<file path="src/pir_defs.vh">
// Purpose: Constants for the PCI interrupt rerouter
// Assumes: Included by every rerouter design file
// Notes:   Definitions only
`ifndef PIR_DEFS_VH
`define PIR_DEFS_VH

// ********************************************************
// Register map (index taken from reg_addr_bit0)
// ********************************************************
`define PIR_IDX_ROUTE_LOW    1'b0
`define PIR_IDX_ROUTE_HIGH   1'b1
`define PIR_ROUTE_RESET      8'h00

// ********************************************************
// Field layout: low reg = lines A,B; high reg = lines C,D
// ********************************************************
`define PIR_NIB_LO_MSB       3
`define PIR_NIB_LO_LSB       0
`define PIR_NIB_HI_MSB       7
`define PIR_NIB_HI_LSB       4

// ********************************************************
// Routing codes
// ********************************************************
`define PIR_CODE_PASS        4'h0
`define PIR_CODE_IRQ3        4'h1
`define PIR_CODE_IRQ4        4'h2
`define PIR_CODE_IRQ5        4'h3
`define PIR_CODE_IRQ7        4'h4
`define PIR_CODE_IRQ10       4'h5
`define PIR_CODE_IRQ11       4'h6
`define PIR_CODE_IRQ12       4'h7
`define PIR_CODE_IRQ15       4'h8

// ********************************************************
// ISA IRQ output bit positions
// ********************************************************
`define PIR_NUM_IRQ          8
`define PIR_NUM_LINE         4
`define PIR_BIT_IRQ3         0
`define PIR_BIT_IRQ4         1
`define PIR_BIT_IRQ5         2
`define PIR_BIT_IRQ7         3
`define PIR_BIT_IRQ10        4
`define PIR_BIT_IRQ11        5
`define PIR_BIT_IRQ12        6
`define PIR_BIT_IRQ15        7

`endif

</file>
<file path="src/pir_nmi_smi.v">
// Purpose: Error forwarding onto NMI and SMI
// Assumes: All inputs synchronous to sys_clk
// Notes:   Latched SMI cleared by smiClear, latched NMI by nmiClear
`timescale 1ns/1ps
`include "pir_defs.vh"

module pir_nmi_smi (
  // Clock and reset
  input  wire sys_clk,
  input  wire rst_b,
  // Controls
  input  wire smiEnable,
  input  wire nmiEnable,
  input  wire smiClear,
  input  wire nmiClear,
  // Error and request sources
  input  wire errReq,
  input  wire critErr,
  input  wire bridgeNmiReq,
  input  wire fpNmiN,
  // Processor signalling
  output reg  cpuNmi,
  output reg  mgmt_interrupt_n
);

  reg  fpPrev_r;
  reg  smiPend_r;
  reg  nmiPend_r;
  wire fpPress;
  wire smiSet;
  wire nmiSet;

  assign fpPress = fpPrev_r & ~fpNmiN;
  // Errors go to SMI when enabled, else straight to NMI
  assign smiSet  = (errReq | critErr) & smiEnable; // [RULE_11] [RULE_13]
  // Critical errors reach NMI even when intercepted by SMI
  assign nmiSet  = (errReq & ~smiEnable) // [RULE_11]
                 | critErr               // [RULE_12]
                 | (bridgeNmiReq & nmiEnable)
                 | fpPress;

  always @(posedge sys_clk or negedge rst_b) begin
    if (!rst_b) begin
      fpPrev_r         <= 1'b1;
      smiPend_r        <= 1'b0;
      nmiPend_r        <= 1'b0;
      cpuNmi           <= 1'b0;
      mgmt_interrupt_n <= 1'b1;
    end else begin
      fpPrev_r  <= fpNmiN;
      // Set wins over clear
      smiPend_r <= smiSet | (smiPend_r & ~smiClear);
      nmiPend_r <= nmiSet | (nmiPend_r & ~nmiClear);
      cpuNmi    <= nmiPend_r;
      mgmt_interrupt_n <= ~smiPend_r; // [RULE_13]
    end
  end

endmodule

</file>
<file path="src/pir_rerouter.v">
// Purpose: PCI interrupt to ISA IRQ rerouter with NMI/SMI forwarding
// Assumes: All pins synchronous to sys_clk; chip select decoded outside
// Notes:   Two 8-bit routing registers, aliased over a 4-byte window
//
// Functional notes
// [RULE_01] Each line passes to APIC or ISA IRQ
// [RULE_02] Each line routed independently of others
// [RULE_03] Two 8-bit registers, one nibble per line
// [RULE_04] Two registers alias across four-byte window
// [RULE_05] Bridge decodes address, drives chip select
// [RULE_06] Timer INT2, keyboard INT1, processor INT0
// [RULE_07] Legacy IRQs map to same APIC input
// [RULE_08] Pass-through lines A-D reach inputs 16-19
// [RULE_09] Accept slot INTA, cascaded B-D, SCSI, LAN; code takes no SCSI input
// [RULE_10] Only rerouter feeds PCI interrupts to APIC
// [RULE_11] SMI enabled intercepts errors, else NMI
// [RULE_12] Critical errors still raise NMI after SMI
// [RULE_13] Non-ISA errors signalled via NMI and SMI
// [RULE_14] Targets IRQ3,4,5,7,10,11,12,15
// [RULE_15] Access via select, two address bits, strobes
// [RULE_16] Resets select pass-through, IRQs undriven
// [RULE_17] Distinct codes; undefined codes pass through
`timescale 1ns/1ps
`include "pir_defs.vh"

module pir_rerouter (
  // Clock and reset
  input  wire       sys_clk,
  input  wire       rst_b,
  input  wire       isaRstN,
  input  wire       pciRstN,
  // ISA register access
  input  wire       rerouter_chip_select_n,
  input  wire       reg_addr_bit0,
  input  wire       reg_addr_bit1,
  input  wire       ioRdN,
  input  wire       ioWrN,
  input  wire [7:0] dataIn,
  output reg  [7:0] dataOut,
  output reg        dataOe,
  // PCI interrupt sources
  input  wire       slot1_int_in_n,
  input  wire       slot2IntInN,
  input  wire       slot3IntInN,
  input  wire       slot4IntInN,
  input  wire       cascIntBN,
  input  wire       cascIntCN,
  input  wire       cascIntDN,
  input  wire       lan_int_in_n,
  // APIC PCI inputs 16-19, active low
  output reg  [3:0] apicPciIntN,
  // ISA IRQ outputs: 3,4,5,7,10,11,12,15
  output reg  [7:0] isaIrqOut,
  output reg  [7:0] isaIrqOe,
  // Error forwarding
  input  wire       smiEnable,
  input  wire       nmiEnable,
  input  wire       smiClear,
  input  wire       nmiClear,
  input  wire       errReq,
  input  wire       critErr,
  input  wire       bridgeNmiReq,
  input  wire       fpNmiN,
  output wire       cpuNmi,
  output wire       mgmt_interrupt_n
);

  // ********************************************************
  // Code decode
  // ********************************************************
  // Returns one-hot ISA IRQ target, zero means pass-through
  function [7:0] decodeTarget;
    input [3:0] code;
    begin
      decodeTarget = 8'h00;
      case (code) // [RULE_17]
        `PIR_CODE_IRQ3:  decodeTarget[`PIR_BIT_IRQ3]  = 1'b1;
        `PIR_CODE_IRQ4:  decodeTarget[`PIR_BIT_IRQ4]  = 1'b1;
        `PIR_CODE_IRQ5:  decodeTarget[`PIR_BIT_IRQ5]  = 1'b1;
        `PIR_CODE_IRQ7:  decodeTarget[`PIR_BIT_IRQ7]  = 1'b1;
        `PIR_CODE_IRQ10: decodeTarget[`PIR_BIT_IRQ10] = 1'b1;
        `PIR_CODE_IRQ11: decodeTarget[`PIR_BIT_IRQ11] = 1'b1;
        `PIR_CODE_IRQ12: decodeTarget[`PIR_BIT_IRQ12] = 1'b1;
        `PIR_CODE_IRQ15: decodeTarget[`PIR_BIT_IRQ15] = 1'b1;
        default:         decodeTarget = 8'h00;
      endcase
    end
  endfunction

  // True when the index bit picks the low routing register
  function isLowReg;
    input idx;
    begin
      isLowReg = (idx == `PIR_IDX_ROUTE_LOW);
    end
  endfunction

  // Routing field of one PCI line: A,B in low reg, C,D in high reg
  function [3:0] lineCode;
    input [7:0] lo;
    input [7:0] hi;
    input [1:0] lineIdx;
    begin
      case (lineIdx)
        2'd0:    lineCode = lo[`PIR_NIB_LO_MSB:`PIR_NIB_LO_LSB];
        2'd1:    lineCode = lo[`PIR_NIB_HI_MSB:`PIR_NIB_HI_LSB];
        2'd2:    lineCode = hi[`PIR_NIB_LO_MSB:`PIR_NIB_LO_LSB];
        default: lineCode = hi[`PIR_NIB_HI_MSB:`PIR_NIB_HI_LSB];
      endcase
    end
  endfunction

  // ********************************************************
  // Register access
  // ********************************************************
  reg  [7:0] routeLow_r;
  reg  [7:0] routeHigh_r;
  reg        ioWrPrev_r;
  wire       selected;
  wire       wrStart;
  wire       routeClear;
  wire       unusedAddr;

  assign selected   = ~rerouter_chip_select_n;             // [RULE_05]
  assign wrStart    = selected & ioWrPrev_r & ~ioWrN;      // [RULE_15]
  assign routeClear = ~isaRstN | ~pciRstN;                 // [RULE_16]
  // Address bit 1 does not take part in decode
  assign unusedAddr = reg_addr_bit1;                       // [RULE_04]

  always @(posedge sys_clk or negedge rst_b) begin
    if (!rst_b) begin
      ioWrPrev_r  <= 1'b1;
      routeLow_r  <= `PIR_ROUTE_RESET;
      routeHigh_r <= `PIR_ROUTE_RESET;
    end else begin
      ioWrPrev_r <= ioWrN;
      if (routeClear) begin
        routeLow_r  <= `PIR_ROUTE_RESET; // [RULE_16]
        routeHigh_r <= `PIR_ROUTE_RESET;
      end else if (wrStart) begin
        if (isLowReg(reg_addr_bit0)) begin // [RULE_03] [RULE_04]
          routeLow_r <= dataIn;
        end else begin
          routeHigh_r <= dataIn;
        end
      end
    end
  end

  // Read data and bus drive follow the strobe one clock later
  always @(posedge sys_clk or negedge rst_b) begin
    if (!rst_b) begin
      dataOut <= 8'h00;
      dataOe  <= 1'b0;
    end else begin
      dataOe  <= selected & ~ioRdN & ~(unusedAddr & 1'b0); // [RULE_15]
      if (isLowReg(reg_addr_bit0)) begin
        dataOut <= routeLow_r;
      end else begin
        dataOut <= routeHigh_r;
      end
    end
  end

  // ********************************************************
  // Interrupt routing
  // ********************************************************
  reg  [3:0] lineAct;
  reg  [3:0] lineRedir;
  reg  [7:0] irqNxt;
  reg  [7:0] oeNxt;
  reg  [7:0] tgt;
  reg  [3:0] code;
  integer    i;

  always @* begin
    // Line A gathers every slot INTA and the LAN controller
    lineAct[0] = ~slot1_int_in_n | ~slot2IntInN | ~slot3IntInN
               | ~slot4IntInN | ~lan_int_in_n;              // [RULE_09]
    lineAct[1] = ~cascIntBN;
    lineAct[2] = ~cascIntCN;
    lineAct[3] = ~cascIntDN;
    irqNxt     = 8'h00;
    oeNxt      = 8'h00;
    lineRedir  = 4'h0;
    tgt        = 8'h00;
    code       = 4'h0;
    for (i = 0; i < `PIR_NUM_LINE; i = i + 1) begin
      code         = lineCode(routeLow_r, routeHigh_r, i[1:0]);  // [RULE_03]
      tgt          = decodeTarget(code);                    // [RULE_02] [RULE_14]
      lineRedir[i] = |tgt;                                  // [RULE_01]
      oeNxt        = oeNxt | tgt;
      irqNxt       = irqNxt | (tgt & {8{lineAct[i]}});      // [RULE_09]
    end
  end

  always @(posedge sys_clk or negedge rst_b) begin
    if (!rst_b) begin
      apicPciIntN <= 4'hf;
      isaIrqOut   <= 8'h00;
      isaIrqOe    <= 8'h00;
    end else begin
      // Redirected lines are held idle at the APIC
      apicPciIntN <= ~(lineAct & ~lineRedir);               // [RULE_08] [RULE_10]
      isaIrqOut   <= irqNxt;                                // [RULE_01]
      isaIrqOe    <= oeNxt;                                 // [RULE_16]
    end
  end

  // ********************************************************
  // Error forwarding
  // ********************************************************
  pir_nmi_smi uNmiSmi (
    .sys_clk          (sys_clk),
    .rst_b            (rst_b),
    .smiEnable        (smiEnable),
    .nmiEnable        (nmiEnable),
    .smiClear         (smiClear),
    .nmiClear         (nmiClear),
    .errReq           (errReq),
    .critErr          (critErr),
    .bridgeNmiReq     (bridgeNmiReq),
    .fpNmiN           (fpNmiN),
    .cpuNmi           (cpuNmi),
    .mgmt_interrupt_n (mgmt_interrupt_n)
  );

endmodule

</file>
<file path="config.mk">
export PLATFORM = sky130hd
export DESIGN_NAME = pir_rerouter
export DESIGN_NICKNAME = d
export VERILOG_FILES = /design/src/pir_nmi_smi.v /design/src/pir_rerouter.v
export VERILOG_INCLUDE_DIRS = /design/src
export SDC_FILE = /design/constraint.sdc
export NUM_CORES = 1
export LEC_CHECK = 0
export BUFFER_PORTS_ARGS = -buffer_cell sky130_fd_sc_hd__buf_2
export CAP_MARGIN = 30
export CORE_MARGIN = 3
export CORE_UTILIZATION = 56
export CTS_CLUSTER_DIAMETER = 40
export DETAILED_ROUTE_END_ITERATION = 10
export PLACE_DENSITY = 0.84
export SYNTH_ARGS = -nofsm -noshare
export SYNTH_HDL_FRONTEND = slang
export SYNTH_SLANG_ARGS = --single-unit
</file>
<file path="constraint.sdc">
create_clock -name sys_clk -period 3.39 [get_ports sys_clk]
set_input_delay 0.1695 -clock sys_clk [delete_from_list [all_inputs] [get_ports sys_clk]]
set_output_delay 0.1695 -clock sys_clk [all_outputs]
set_load 0.1 [all_outputs]
</file>
==> results of run 1 <==
-- metrics by stage --
step / instances / total power [W] / hold WS, ns / area, um^2 / setup slack, ns
floorplan: 225 / 0.000738 / -0.126 / 2390 / 2.06
global placement: 323 / 0.000783 / 0.286 / 2690 / 1.94
detailed placement: 324 / 0.000788 / 0.176 / 2710 / 1.90
CTS: 336 / 0.00122 / 0.0613 / 2870 / 1.85
global route: 336 / 0.00126 / 0.0717 / 2870 / 1.80
finish: 336 / 0.00121 / 0.0659 / 2870 / 1.85
-- logic make-up (layout without fill, tap and decap cells) --
logic type | after synthesis | in the layout | share of synthesized area, %
and+or+nand+nor | 89 | 89 | 19.7
DFF | 51 | 51 | 53.7
AOI/OAI and AO/OA | 45 | 45 | 13.9
buffers and inverters | 20 | 81 | 4.18
muxes | 16 | 16 | 7.11
xor gates and xnor gates | 4 | 4 | 1.46
-- metal layers --
metal  part of all wire (%)  vias up  global-route usage (%)
li1                       -      918                       -
met1                     41      936                    29.6
met2                     51       72                    37.4
met3                    6.2       11                    4.63
met4                    1.8        0                    9.60
met5                      0        -                       0
-- cell type report --
| cell class | instances | area, um^2 | area share (%) |
|---|---|---|---|
| flip-flops and latches | 51 | 1280 | 44.8 |
| multi-input cells | 154 | 1010 | 35.2 |
| repair buffers | 67 | 370 | 12.9 |
| clock buffers | 6 | 82.6 | 2.88 |
| well taps | 50 | 62.6 | 2.18 |
| clock inverters | 2 | 35.0 | 1.22 |
| inverters | 6 | 22.5 | 0.786 |
-- power groups by stage --
stage	clock network (W)	registers, W	logic [W]
2_1_floorplan	0	0.000705	0.0000331
3_3_place_gp	0	0.000643	0.000140
3_5_place_dp	0	0.000643	0.000145
4_1_cts	0.000436	0.000631	0.000149
5_1_grt	0.000466	0.000633	0.000159
6_report	0.000430	0.000631	0.000148
-- how the worst max path moves through the flow --
stage	start	end	slack, ns	depth (start not counted)
after global placement	lineCode.lo[4]$_DFFE_PN0P_	isaIrqOut[7]$_DFF_PN0_	1.94	3
final	lineCode.lo[4]$_DFFE_PN0P_	isaIrqOut[7]$_DFF_PN0_	1.85	3
after detailed placement	ioWrPrev_r$_DFF_PN1_	lineCode.lo[0]$_DFFE_PN0P_	1.90	3
after global routing	ioWrN	lineCode.lo[0]$_DFFE_PN0P_	1.80	5
after floorplan	ioWrPrev_r$_DFF_PN1_	lineCode.lo[5]$_DFFE_PN0P_	2.06	4
after CTS	ioWrN	lineCode.lo[0]$_DFFE_PN0P_	1.85	5
-- state kept, by name (all words and copies together) (netlist names), 4 cells and up --
| name | count |
|---|---|
| lineCode.lo | 8 |
| lineCode.hi | 8 |
| isaIrqOut | 8 |
| isaIrqOe | 8 |
| dataOut | 8 |
| apicPciIntN | 4 |
-- cells in the mapped netlist, types with 2 or more instances --
library cell	number	area share, %
a22oi_1	9	2.8
a21oi_1	9	1.9
inv_1	6	0.94
mux2_2	8	3.8
mux2i_1	8	3.3
nand2b_1	10	2.6
nand3_1	2	0.42
nor3_1	7	1.5
xor2_1	4	1.5
nor2_1	17	2.7
buf_4	4	1.3
clkbuf_1	7	1.1
buf_2	2	0.42
o211ai_1	7	2.2
or4b_1	3	1.3
nand4_1	2	0.52
dfrtp_1	44	46
nor3b_1	3	0.94
dfstp_2	7	7.7
nor2b_1	8	2.1
nand2_1	30	4.7
o21ai_0	5	1.0
a32oi_1	4	1.5
o221ai_1	3	1.1
-- timing repair --
item	4_1_cts	5_1_grt
gates resized for setup	0	0
hold buffers	4	0
endpoints found under the hold margin	22	0
==> flow_summary.yaml, run 1 <==
layout:
  final_cell_mix: "buf_2 (62), dfrtp_1 (44), nand2_1 (30)"
  fin_nets: 318
  layout_commonest_cell: "buf_2"
  areaGrowthSynthToFinish_pct: 19.8
  fillers: 305
  final_util_pct: 70.6
  num_antenna_cells: 0
  drive_above_1_share_pct: 31.8
clocking:
  cts-root-buf: "clkbuf_8"
  clkSinkCount: 51
  post_cts_buffers: 0
  cts_tree: "yes"
  cts_buffer_depth: 2
  clk_pin_slew_ns: 0.09
  clk_latency_ns: 0.30
  cts_made_buffers: 5
  h-tree-depth: 2
floorplan:
  die_x_um: 71.4
  start_util_pct: 59.0
  core_um2: 4060
  num_rows: 23
  die_h_um: 71.4
  fp.dieArea_um2: 5090
  io_pins: 64
power:
  ir_worst_vdd_v: 0.000297
  power.density_nw_per_um2: 422
  seq_power_share_pct: 52.2
  share_comb_of_total_power_pct: 12.2
  p_int_w: 0.000901
  leakagePower_nw: 1.35
  p_sw_w: 0.000308
  p_sw_share_pct: 25.5
  clock_power_share_pct: 35.6
global_route:
  antenna_found_initial: 0
  grt_pass1_vias: 1992
  gr-total-overflow: 0
  grt_pass1_wl_mm: 9.15
  track_usage_pct: 22.9
  grt_max_degree: 30
drt:
  num_vias: 1937
  wire_per_inst_um: 15.8
  drc: 0
  drtIter0Drc: 128
  antenna_left: 0
  routed_wl_mm: 5.32
  drt_pass1_iterations: 5
  post_drt_via_cell_ratio: 5.76
timing:
  worst_pin_slew_ns: 0.521
  tns_ns: 0
  drv_slew: 0
  fmax_ghz: 0.648
  slew_headroom_pct: 65.1
  final-hold-violation-count: 0
  skew_ns: 0.00767
  finalCritPeriodShare_pct: 45.5
  rsz0062_at_grt: "no"
  setup_viol: 0
  fin_crit_ns: 1.54
worst_setup_path:
  critical_path_required_ns: 3.61
  critPathLaunchType: "register"
  r2r_slack_ns: 1.85
  worstPathArrival_ns: 1.76
  r2r_cells: 3
  path_max_fanout: 12
  critPathCaptureType: "register"
  r2r_end: "isaIrqOut[7]$_DFF_PN0_"
  path_cells: "or4b_1, o22a_1, o221ai_2"
  r2r-start: "lineCode.lo[4]$_DFFE_PN0P_"
  cp_top_family: "simple AND/OR/NAND/NOR gates"
  max_stage_delay_ns: 0.64
  critical_path_class: "register to register"
  cp_slowest_cell: "or4b_1"
  critPathBufInv: 0
placed_design:
  port-buffer-count: 62
  dpl.hpwl_mm: 3.81
  gp_congestion: 0.852
synthesis:
  syn-num-nets: 258
  synth_flop_cell: "dfrtp_1"
  syn_area_um2: 2390
  yosysSeqAreaShare_pct: 53.7
  synth_seq_cells: 51
  synth_warnings: 0
  synthArstFlopShare_pct: 100
  synth_edf_count: 0
  synth_cell_types: 40
  avgSynthCellArea_um2: 10.6
  synthCells: 225
worst_hold_path:
  hold_depth: 2
  hp-start: "smiClear"
  hp-class: "input port to register"
  min_to: "uNmiSmi.smiPend_r$_DFF_PN0_"
run_status:
  status: "completed"
run:
  maxCapViolCount: 0
Power figures use the tool's default switching activity.
==> run 2: changes to the inputs <==
- CORE_UTILIZATION: 56 -> 47
- PLACE_DENSITY: 0.84 -> 0.75
- clock period: 3.39 -> 1.4 ns (I/O delays scaled with it)
==> run 2 against run 1 <==
Net effect: final cell count grew 13%; via count rose by 5.3%; worst hold slack got worse by 0.048 ns; clock-buffer cell count rose by 1; combinational power rose to 2.6 times the previous value; highest routed layer unchanged; total power increased by 140%; first-iteration DRC count up 45%; sequential share of layout area fell by 3.6 points; maximum frequency up 12%; clock skew up 0.0019 ns; sequential cell count is the same.
==> flow_summary.yaml, run 2 (synthesized netlist as in run 1, its figures left out) <==
drt:
  routed_wl_mm: 5.88
  wire_per_inst_um: 15.5
  drt_pass1_iterations: 5
  drtIter0Drc: 185
  num_vias: 2039
  antenna_left: 0
  drc: 0
  post_drt_via_cell_ratio: 5.38
clocking:
  cts_made_buffers: 5
  cts_buffer_depth: 2
  clk_pin_slew_ns: 0.09
  cts-root-buf: "clkbuf_8"
  clkSinkCount: 51
  cts_tree: "yes"
  clk_latency_ns: 0.30
  h-tree-depth: 2
power:
  ir_worst_vdd_v: 0.000698
  seq_power_share_pct: 52.6
  p_int_w: 0.00216
  p_sw_w: 0.000742
  p_sw_share_pct: 25.6
  clock_power_share_pct: 34.0
  leakagePower_nw: 1.48
  power.density_nw_per_um2: 931
  share_comb_of_total_power_pct: 13.4
timing:
  fmax_ghz: 0.725
  slew_headroom_pct: 64.1
  finalCritPeriodShare_pct: 98.6
  holdWs_ns: 0.0181
  setup_viol: 0
  skew_ns: 0.00952
  drv_slew: 0
  fin_crit_ns: 1.38
  worst_pin_slew_ns: 0.537
  final-hold-violation-count: 0
  rsz0062_at_grt: "yes"
worst_hold_path:
  hp-class: "input port to register"
global_route:
  track_usage_pct: 21.1
  grt_max_degree: 52
  grt_pass1_wl_mm: 9.79
  antenna_found_initial: 0
  gr-total-overflow: 0
  grt_pass1_vias: 2008
layout:
  num_antenna_cells: 0
  fin_nets: 344
  final_util_pct: 64.7
  fillers: 398
  drive_above_1_share_pct: 37.8
  final_cell_mix: "buf_2 (62), dfrtp_1 (44), nand2_1 (28)"
  layout_commonest_cell: "buf_2"
  multi_input_area_um2: 1040
  areaGrowthSynthToFinish_pct: 30.3
  regArea_um2: 1280
worst_setup_path:
  path_max_fanout: 8
  critical_path_required_ns: 1.56
  critical_path_class: "register to register"
  worstPathArrival_ns: 1.54
  critPathLaunchType: "register"
  critPathCaptureType: "register"
floorplan:
  die_x_um: 77.3
  fp.dieArea_um2: 5980
  start_util_pct: 49.7
  io_pins: 64
  die_h_um: 77.3
  core_um2: 4820
  num_rows: 25
run:
  maxCapViolCount: 0
placed_design:
  gp_congestion: 0.891
  dpl.hpwl_mm: 4.13
  port-buffer-count: 62
run_status:
  status: "completed"
-- run 2: cell types whose count changed in the layout (fill, tap and decap cells not counted), sizes merged --
cell         previous run  this run
clkbuf                  6         7
buf                    63        84
dlygate4sd3             4         9
clkinv                  1         0
-- run 2: critical path: stages (launching register included) --
cell and delay [ns]:
dfstp_2 0.55, or4b_4 0.53, nand2_1 0.10, a21oi_1 0.07
-- run 2: path summary, 6_finish.rpt --
check / slack (ns) / start / cells past startpoint / end
setup / recovery: 0.02 / ioWrPrev_r$_DFF_PN1_ / 3 / lineCode.lo[5]$_DFFE_PN0P_
hold / removal: 0.02 / dataIn[3] / 3 / lineCode.lo[3]$_DFFE_PN0P_
setup reg to reg: 0.02 / ioWrPrev_r$_DFF_PN1_ / 3 / lineCode.lo[5]$_DFFE_PN0P_
hold reg to reg: 0.38 / uNmiSmi.smiPend_r$_DFF_PN0_ / 1 / uNmiSmi.mgmt_interrupt_n$_DFF_PN1_
max in group asynchronous: 0.84 / rst_b / 3 / uNmiSmi.mgmt_interrupt_n$_DFF_PN1_
min in group asynchronous: 0.29 / rst_b / 3 / isaIrqOe[2]$_DFF_PN0_
-- run 2: cell type report --
class                   instances  share of cell area (%)
inverters                       6                   0.723
clock inverters                 1                   0.963
clock buffers                   7                    2.45
flip-flops and latches         51                    41.2
well taps                      67                    2.69
multi-input cells             154                    33.4
repair buffers                 93                    18.5
-- run 2: timing repair --
| item | 4_1_cts | 5_1_grt |
|---|---|---|
| pin swaps | 0 | 4 |
| setup endpoints to repair | 8 | 22 |
| hold endpoints to repair | 50 | 0 |
| buffers inserted | 0 | 1 |
| cloned | 0 | 0 |
| hold buffers | 9 | 0 |
| resized for setup | 1 | 8 |
-- run 2: per-stage QoR --
stage / total power, W / cell area [um^2] / setup WS (ns) / setup TNS [ns] / cells
after floorplan: 0.00179 / 2390 / 0.0689 / 0 / 225
after global placement: 0.00191 / 2880 / -0.0250 / -0.173 / 361
after detailed placement: 0.00192 / 2880 / -0.0503 / -0.288 / 361
after CTS: 0.00292 / 3080 / 0.0102 / 0 / 378
after global routing: 0.00302 / 3120 / -0.0293 / -0.156 / 379
final: 0.00290 / 3120 / 0.0200 / 0 / 379
-- run 2: power groups by stage --
| stage | sequential (W) | clock, W | combinational (W) |
|---|---|---|---|
| after global placement | 0.00155 | 0 | 0.000360 |
| after global routing | 0.00153 | 0.00107 | 0.000416 |
| final | 0.00153 | 0.000987 | 0.000390 |
| after detailed placement | 0.00155 | 0 | 0.000364 |
| after floorplan | 0.00171 | 0 | 0.0000801 |
| after CTS | 0.00152 | 0.00101 | 0.000385 |
-- run 2: routing by layer --
layer  vias up  routed length, um  global-route usage, %
met2        88               2870                   34.3
met4         0                 91                   7.12
met5         -                  0                      0
met1       969               2520                   28.8
met3        10                401                   3.36
li1        972                  -                      -
==> run 3: changes to the inputs <==
- PLACE_DENSITY: 0.75 -> 0.76
- SYNTH_HIERARCHICAL: unset -> 1
==> run 3 against run 2 <==
Net effect: total power shrank 0.13%; maximum frequency rose by 0.32%; wire length shrank 0.94%; sequential power about the same; clock power hardly changed; design area decreased by 1.0%; worst hold slack better by 0.0020 ns; clock skew is 0.0079 ns higher; core utilization fell by 0.26 points; critical endpoint is now lineCode.lo[7]$_DFFE_PN0P_; largest cell class unchanged.
==> flow_summary.yaml, run 3 <==
run_status:
  status: "completed"
floorplan:
  start_util_pct: 49.6
  fp.dieArea_um2: 5940
  die_h_um: 77.0
  core_um2: 4790
  die_x_um: 77.0
  num_rows: 25
  io_pins: 64
worst_setup_path:
  cp_top_family: "simple AND/OR/NAND/NOR gates"
  critPathCaptureType: "register"
  critical_path_class: "register to register"
  critPathLaunch: "ioWrPrev_r$_DFF_PN1_"
  worstPathArrival_ns: 1.54
  worst-path-stages: 3
  r2r-start: "ioWrPrev_r$_DFF_PN1_"
  cp_slowest_cell: "dfstp_2"
  path_cells: "or4b_4, nand2_1, a21oi_1"
  r2r_cells: 3
  r2r_end: "lineCode.lo[7]$_DFFE_PN0P_"
  critPathLaunchType: "register"
  max_stage_delay_ns: 0.55
  crit_path_end: "lineCode.lo[7]$_DFFE_PN0P_"
  r2r_slack_ns: 0.02
  path_max_fanout: 8
  critical_path_required_ns: 1.56
  critPathBufInv: 0
drt:
  wire_per_inst_um: 15.5
  post_drt_via_cell_ratio: 5.42
  drc: 0
  routed.top_layer: "met4"
  routed_wl_mm: 5.82
  drt_pass1_iterations: 4
  wl_met1_mm: 2.45
  antenna_left: 0
  num_vias: 2037
  routed-wl-met2_mm: 2.81
  met3WireLength_um: 456
  drtIter0Drc: 194
clocking:
  h-tree-depth: 2
  clk_latency_ns: 0.30
  cts_tree: "yes"
  clkSinkCount: 51
  clk_pin_slew_ns: 0.08
  cts-root-buf: "clkbuf_8"
  cts_buffer_depth: 2
  cts_made_buffers: 5
timing:
  worst_pin_slew_ns: 0.520
  finalCritPeriodShare_pct: 98.3
  rsz0062_at_grt: "yes"
  final-hold-violation-count: 0
  drv_slew: 0
  holdWs_ns: 0.0201
  skew_ns: 0.0174
  tns_ns: 0
  fmax_ghz: 0.727
  setup_viol: 0
  fin_crit_ns: 1.38
  slew_headroom_pct: 65.3
global_route:
  antenna_found_initial: 0
  gr-total-overflow: 0
  grt_max_degree: 52
  grt_pass1_wl_mm: 9.69
  grt_pass1_vias: 2046
  track_usage_pct: 20.4
synthesis:
  synth_edf_count: 0
  synth_cell_types: 35
  synth_flop_cell: "dfrtp_1"
  synth_most_common_cell: "dfrtp_1"
  syn_area_um2: 2370
  yosysSeqAreaShare_pct: 54.2
  synth_seq_cells: 51
  yosysTopAreaCell: "dfrtp_1"
  synthArstFlopShare_pct: 100
  synth_area_leaders: "dfrtp_1 (46%), dfstp_2 (7.8%), nand2_1 (4.4%)"
  synth_top_area_share_pct: 46.4
  synth_common_cells: "dfrtp_1 (44), nand2_1 (28), nor2_1 (16), nand2b_1 (12), a22oi_1 (10)"
  synthCells: 222
  synth_warnings: 6
  syn-num-nets: 255
  avgSynthCellArea_um2: 10.7
power:
  power.density_nw_per_um2: 940
  ir_worst_vdd_v: 0.000606
  leakagePower_nw: 1.48
  power.total_w: 0.00290
layout:
  areaGrowthSynthToFinish_pct: 30.0
  drive_above_1_share_pct: 37.2
  fin_nets: 341
  fillers: 390
  final_cell_mix: "buf_2 (62), dfrtp_1 (43), nand2_1 (28)"
  num_antenna_cells: 0
  layout_commonest_cell: "buf_2"
  instances_no_fill: 376
  final_util_pct: 64.4
run:
  maxCapViolCount: 0
placed_design:
  dpl.hpwl_mm: 4.16
  placedCellCount: 359
  port-buffer-count: 62
  gp_congestion: 0.904
worst_hold_path:
  hp-class: "input port to register"
==> run 3: cell count changes after synthesis, sizes merged, moves of 2 or more <==
| cell | previous run | this run |
|---|---|---|
| nand2b | 10 | 12 |
| buf | 7 | 5 |
| o221ai | 4 | 7 |
| nand2 | 30 | 28 |
==> run 3: power breakdown <==
| part | total (W) | switching [W] | internal (W) |
|---|---|---|---|
| Sequential | 0.00152 | 0.0000119 | 0.00151 |
| Combinational | 0.000388 | 0.000277 | 0.000111 |
| Clock | 0.000986 | 0.000451 | 0.000535 |
| Total | 0.00290 | 0.000740 | 0.00216 |
==> run 3: kinds of logic (layout without fill, tap and decap cells) <==
group | count (synthesis) | after routing | share of synthesized area, %
AOI/OAI and AO/OA | 45 | 45 | 13.9
xor gates and xnor gates | 4 | 4 | 1.48
buffers and inverters | 18 | 105 | 3.43
DFF | 51 | 51 | 54.2
muxes | 16 | 16 | 7.17
and+or+nand+nor | 88 | 88 | 19.9
==> run 3: worst min path at each step <==
stage          slack [ns]  cells past startpoint       from                    endpoint
2_1_floorplan       -0.23                      0      rst_b            dataOe$_DFF_PN0_
3_3_place_gp         0.07                      2      rst_b      isaIrqOut[7]$_DFF_PN0_
6_report             0.02                      3  dataIn[6]  lineCode.lo[6]$_DFFE_PN0P_
5_1_grt              0.03                      3  dataIn[0]  lineCode.lo[0]$_DFFE_PN0P_
4_1_cts              0.01                      3  dataIn[6]  lineCode.lo[6]$_DFFE_PN0P_
3_5_place_dp         0.08                      2      rst_b      isaIrqOut[7]$_DFF_PN0_
==> run 3: stage by stage <==
step	cell area, um^2	worst slack [ns]
floorplan	2370	0.0698
global placement	2870	-0.0291
detailed placement	2870	-0.0596
CTS	3070	0.0286
global route	3080	-0.0178
finish	3080	0.0244
==> run 3: per-layer routing <==
metal  track usage [%]  up-vias
met5                 0        -
met4              5.69        0
li1                  -      967
met3              3.99        8
met1              27.3      966
met2              34.1       96
==> run 3: what timing repair did <==
action,4_1_cts,5_1_grt
setup buffers,0,1
resized for setup,2,4
endpoints found under the hold margin,50,0
pin swaps,0,1
hold buffers,8,0
setup endpoints to repair,9,9
==> run 3: area by class of cell <==
class                           count  area [um^2]  share of cell area (%)
Inverter                            5         18.8                   0.609
Tap cell                           67         83.8                    2.72
Clock inverter                      1         30.0                   0.974
Multi-Input combinational cell    153         1020                    33.1
Clock buffer                        7         76.3                    2.47
Timing Repair Buffer               92          568                    18.4
Sequential cell                    51         1290                    41.7
==> run 3: tightest hold or removal path, cell delays in order <==
cell	delay, ns
buf_2	0.11
nand2_1	0.05
a21oi_1	0.05
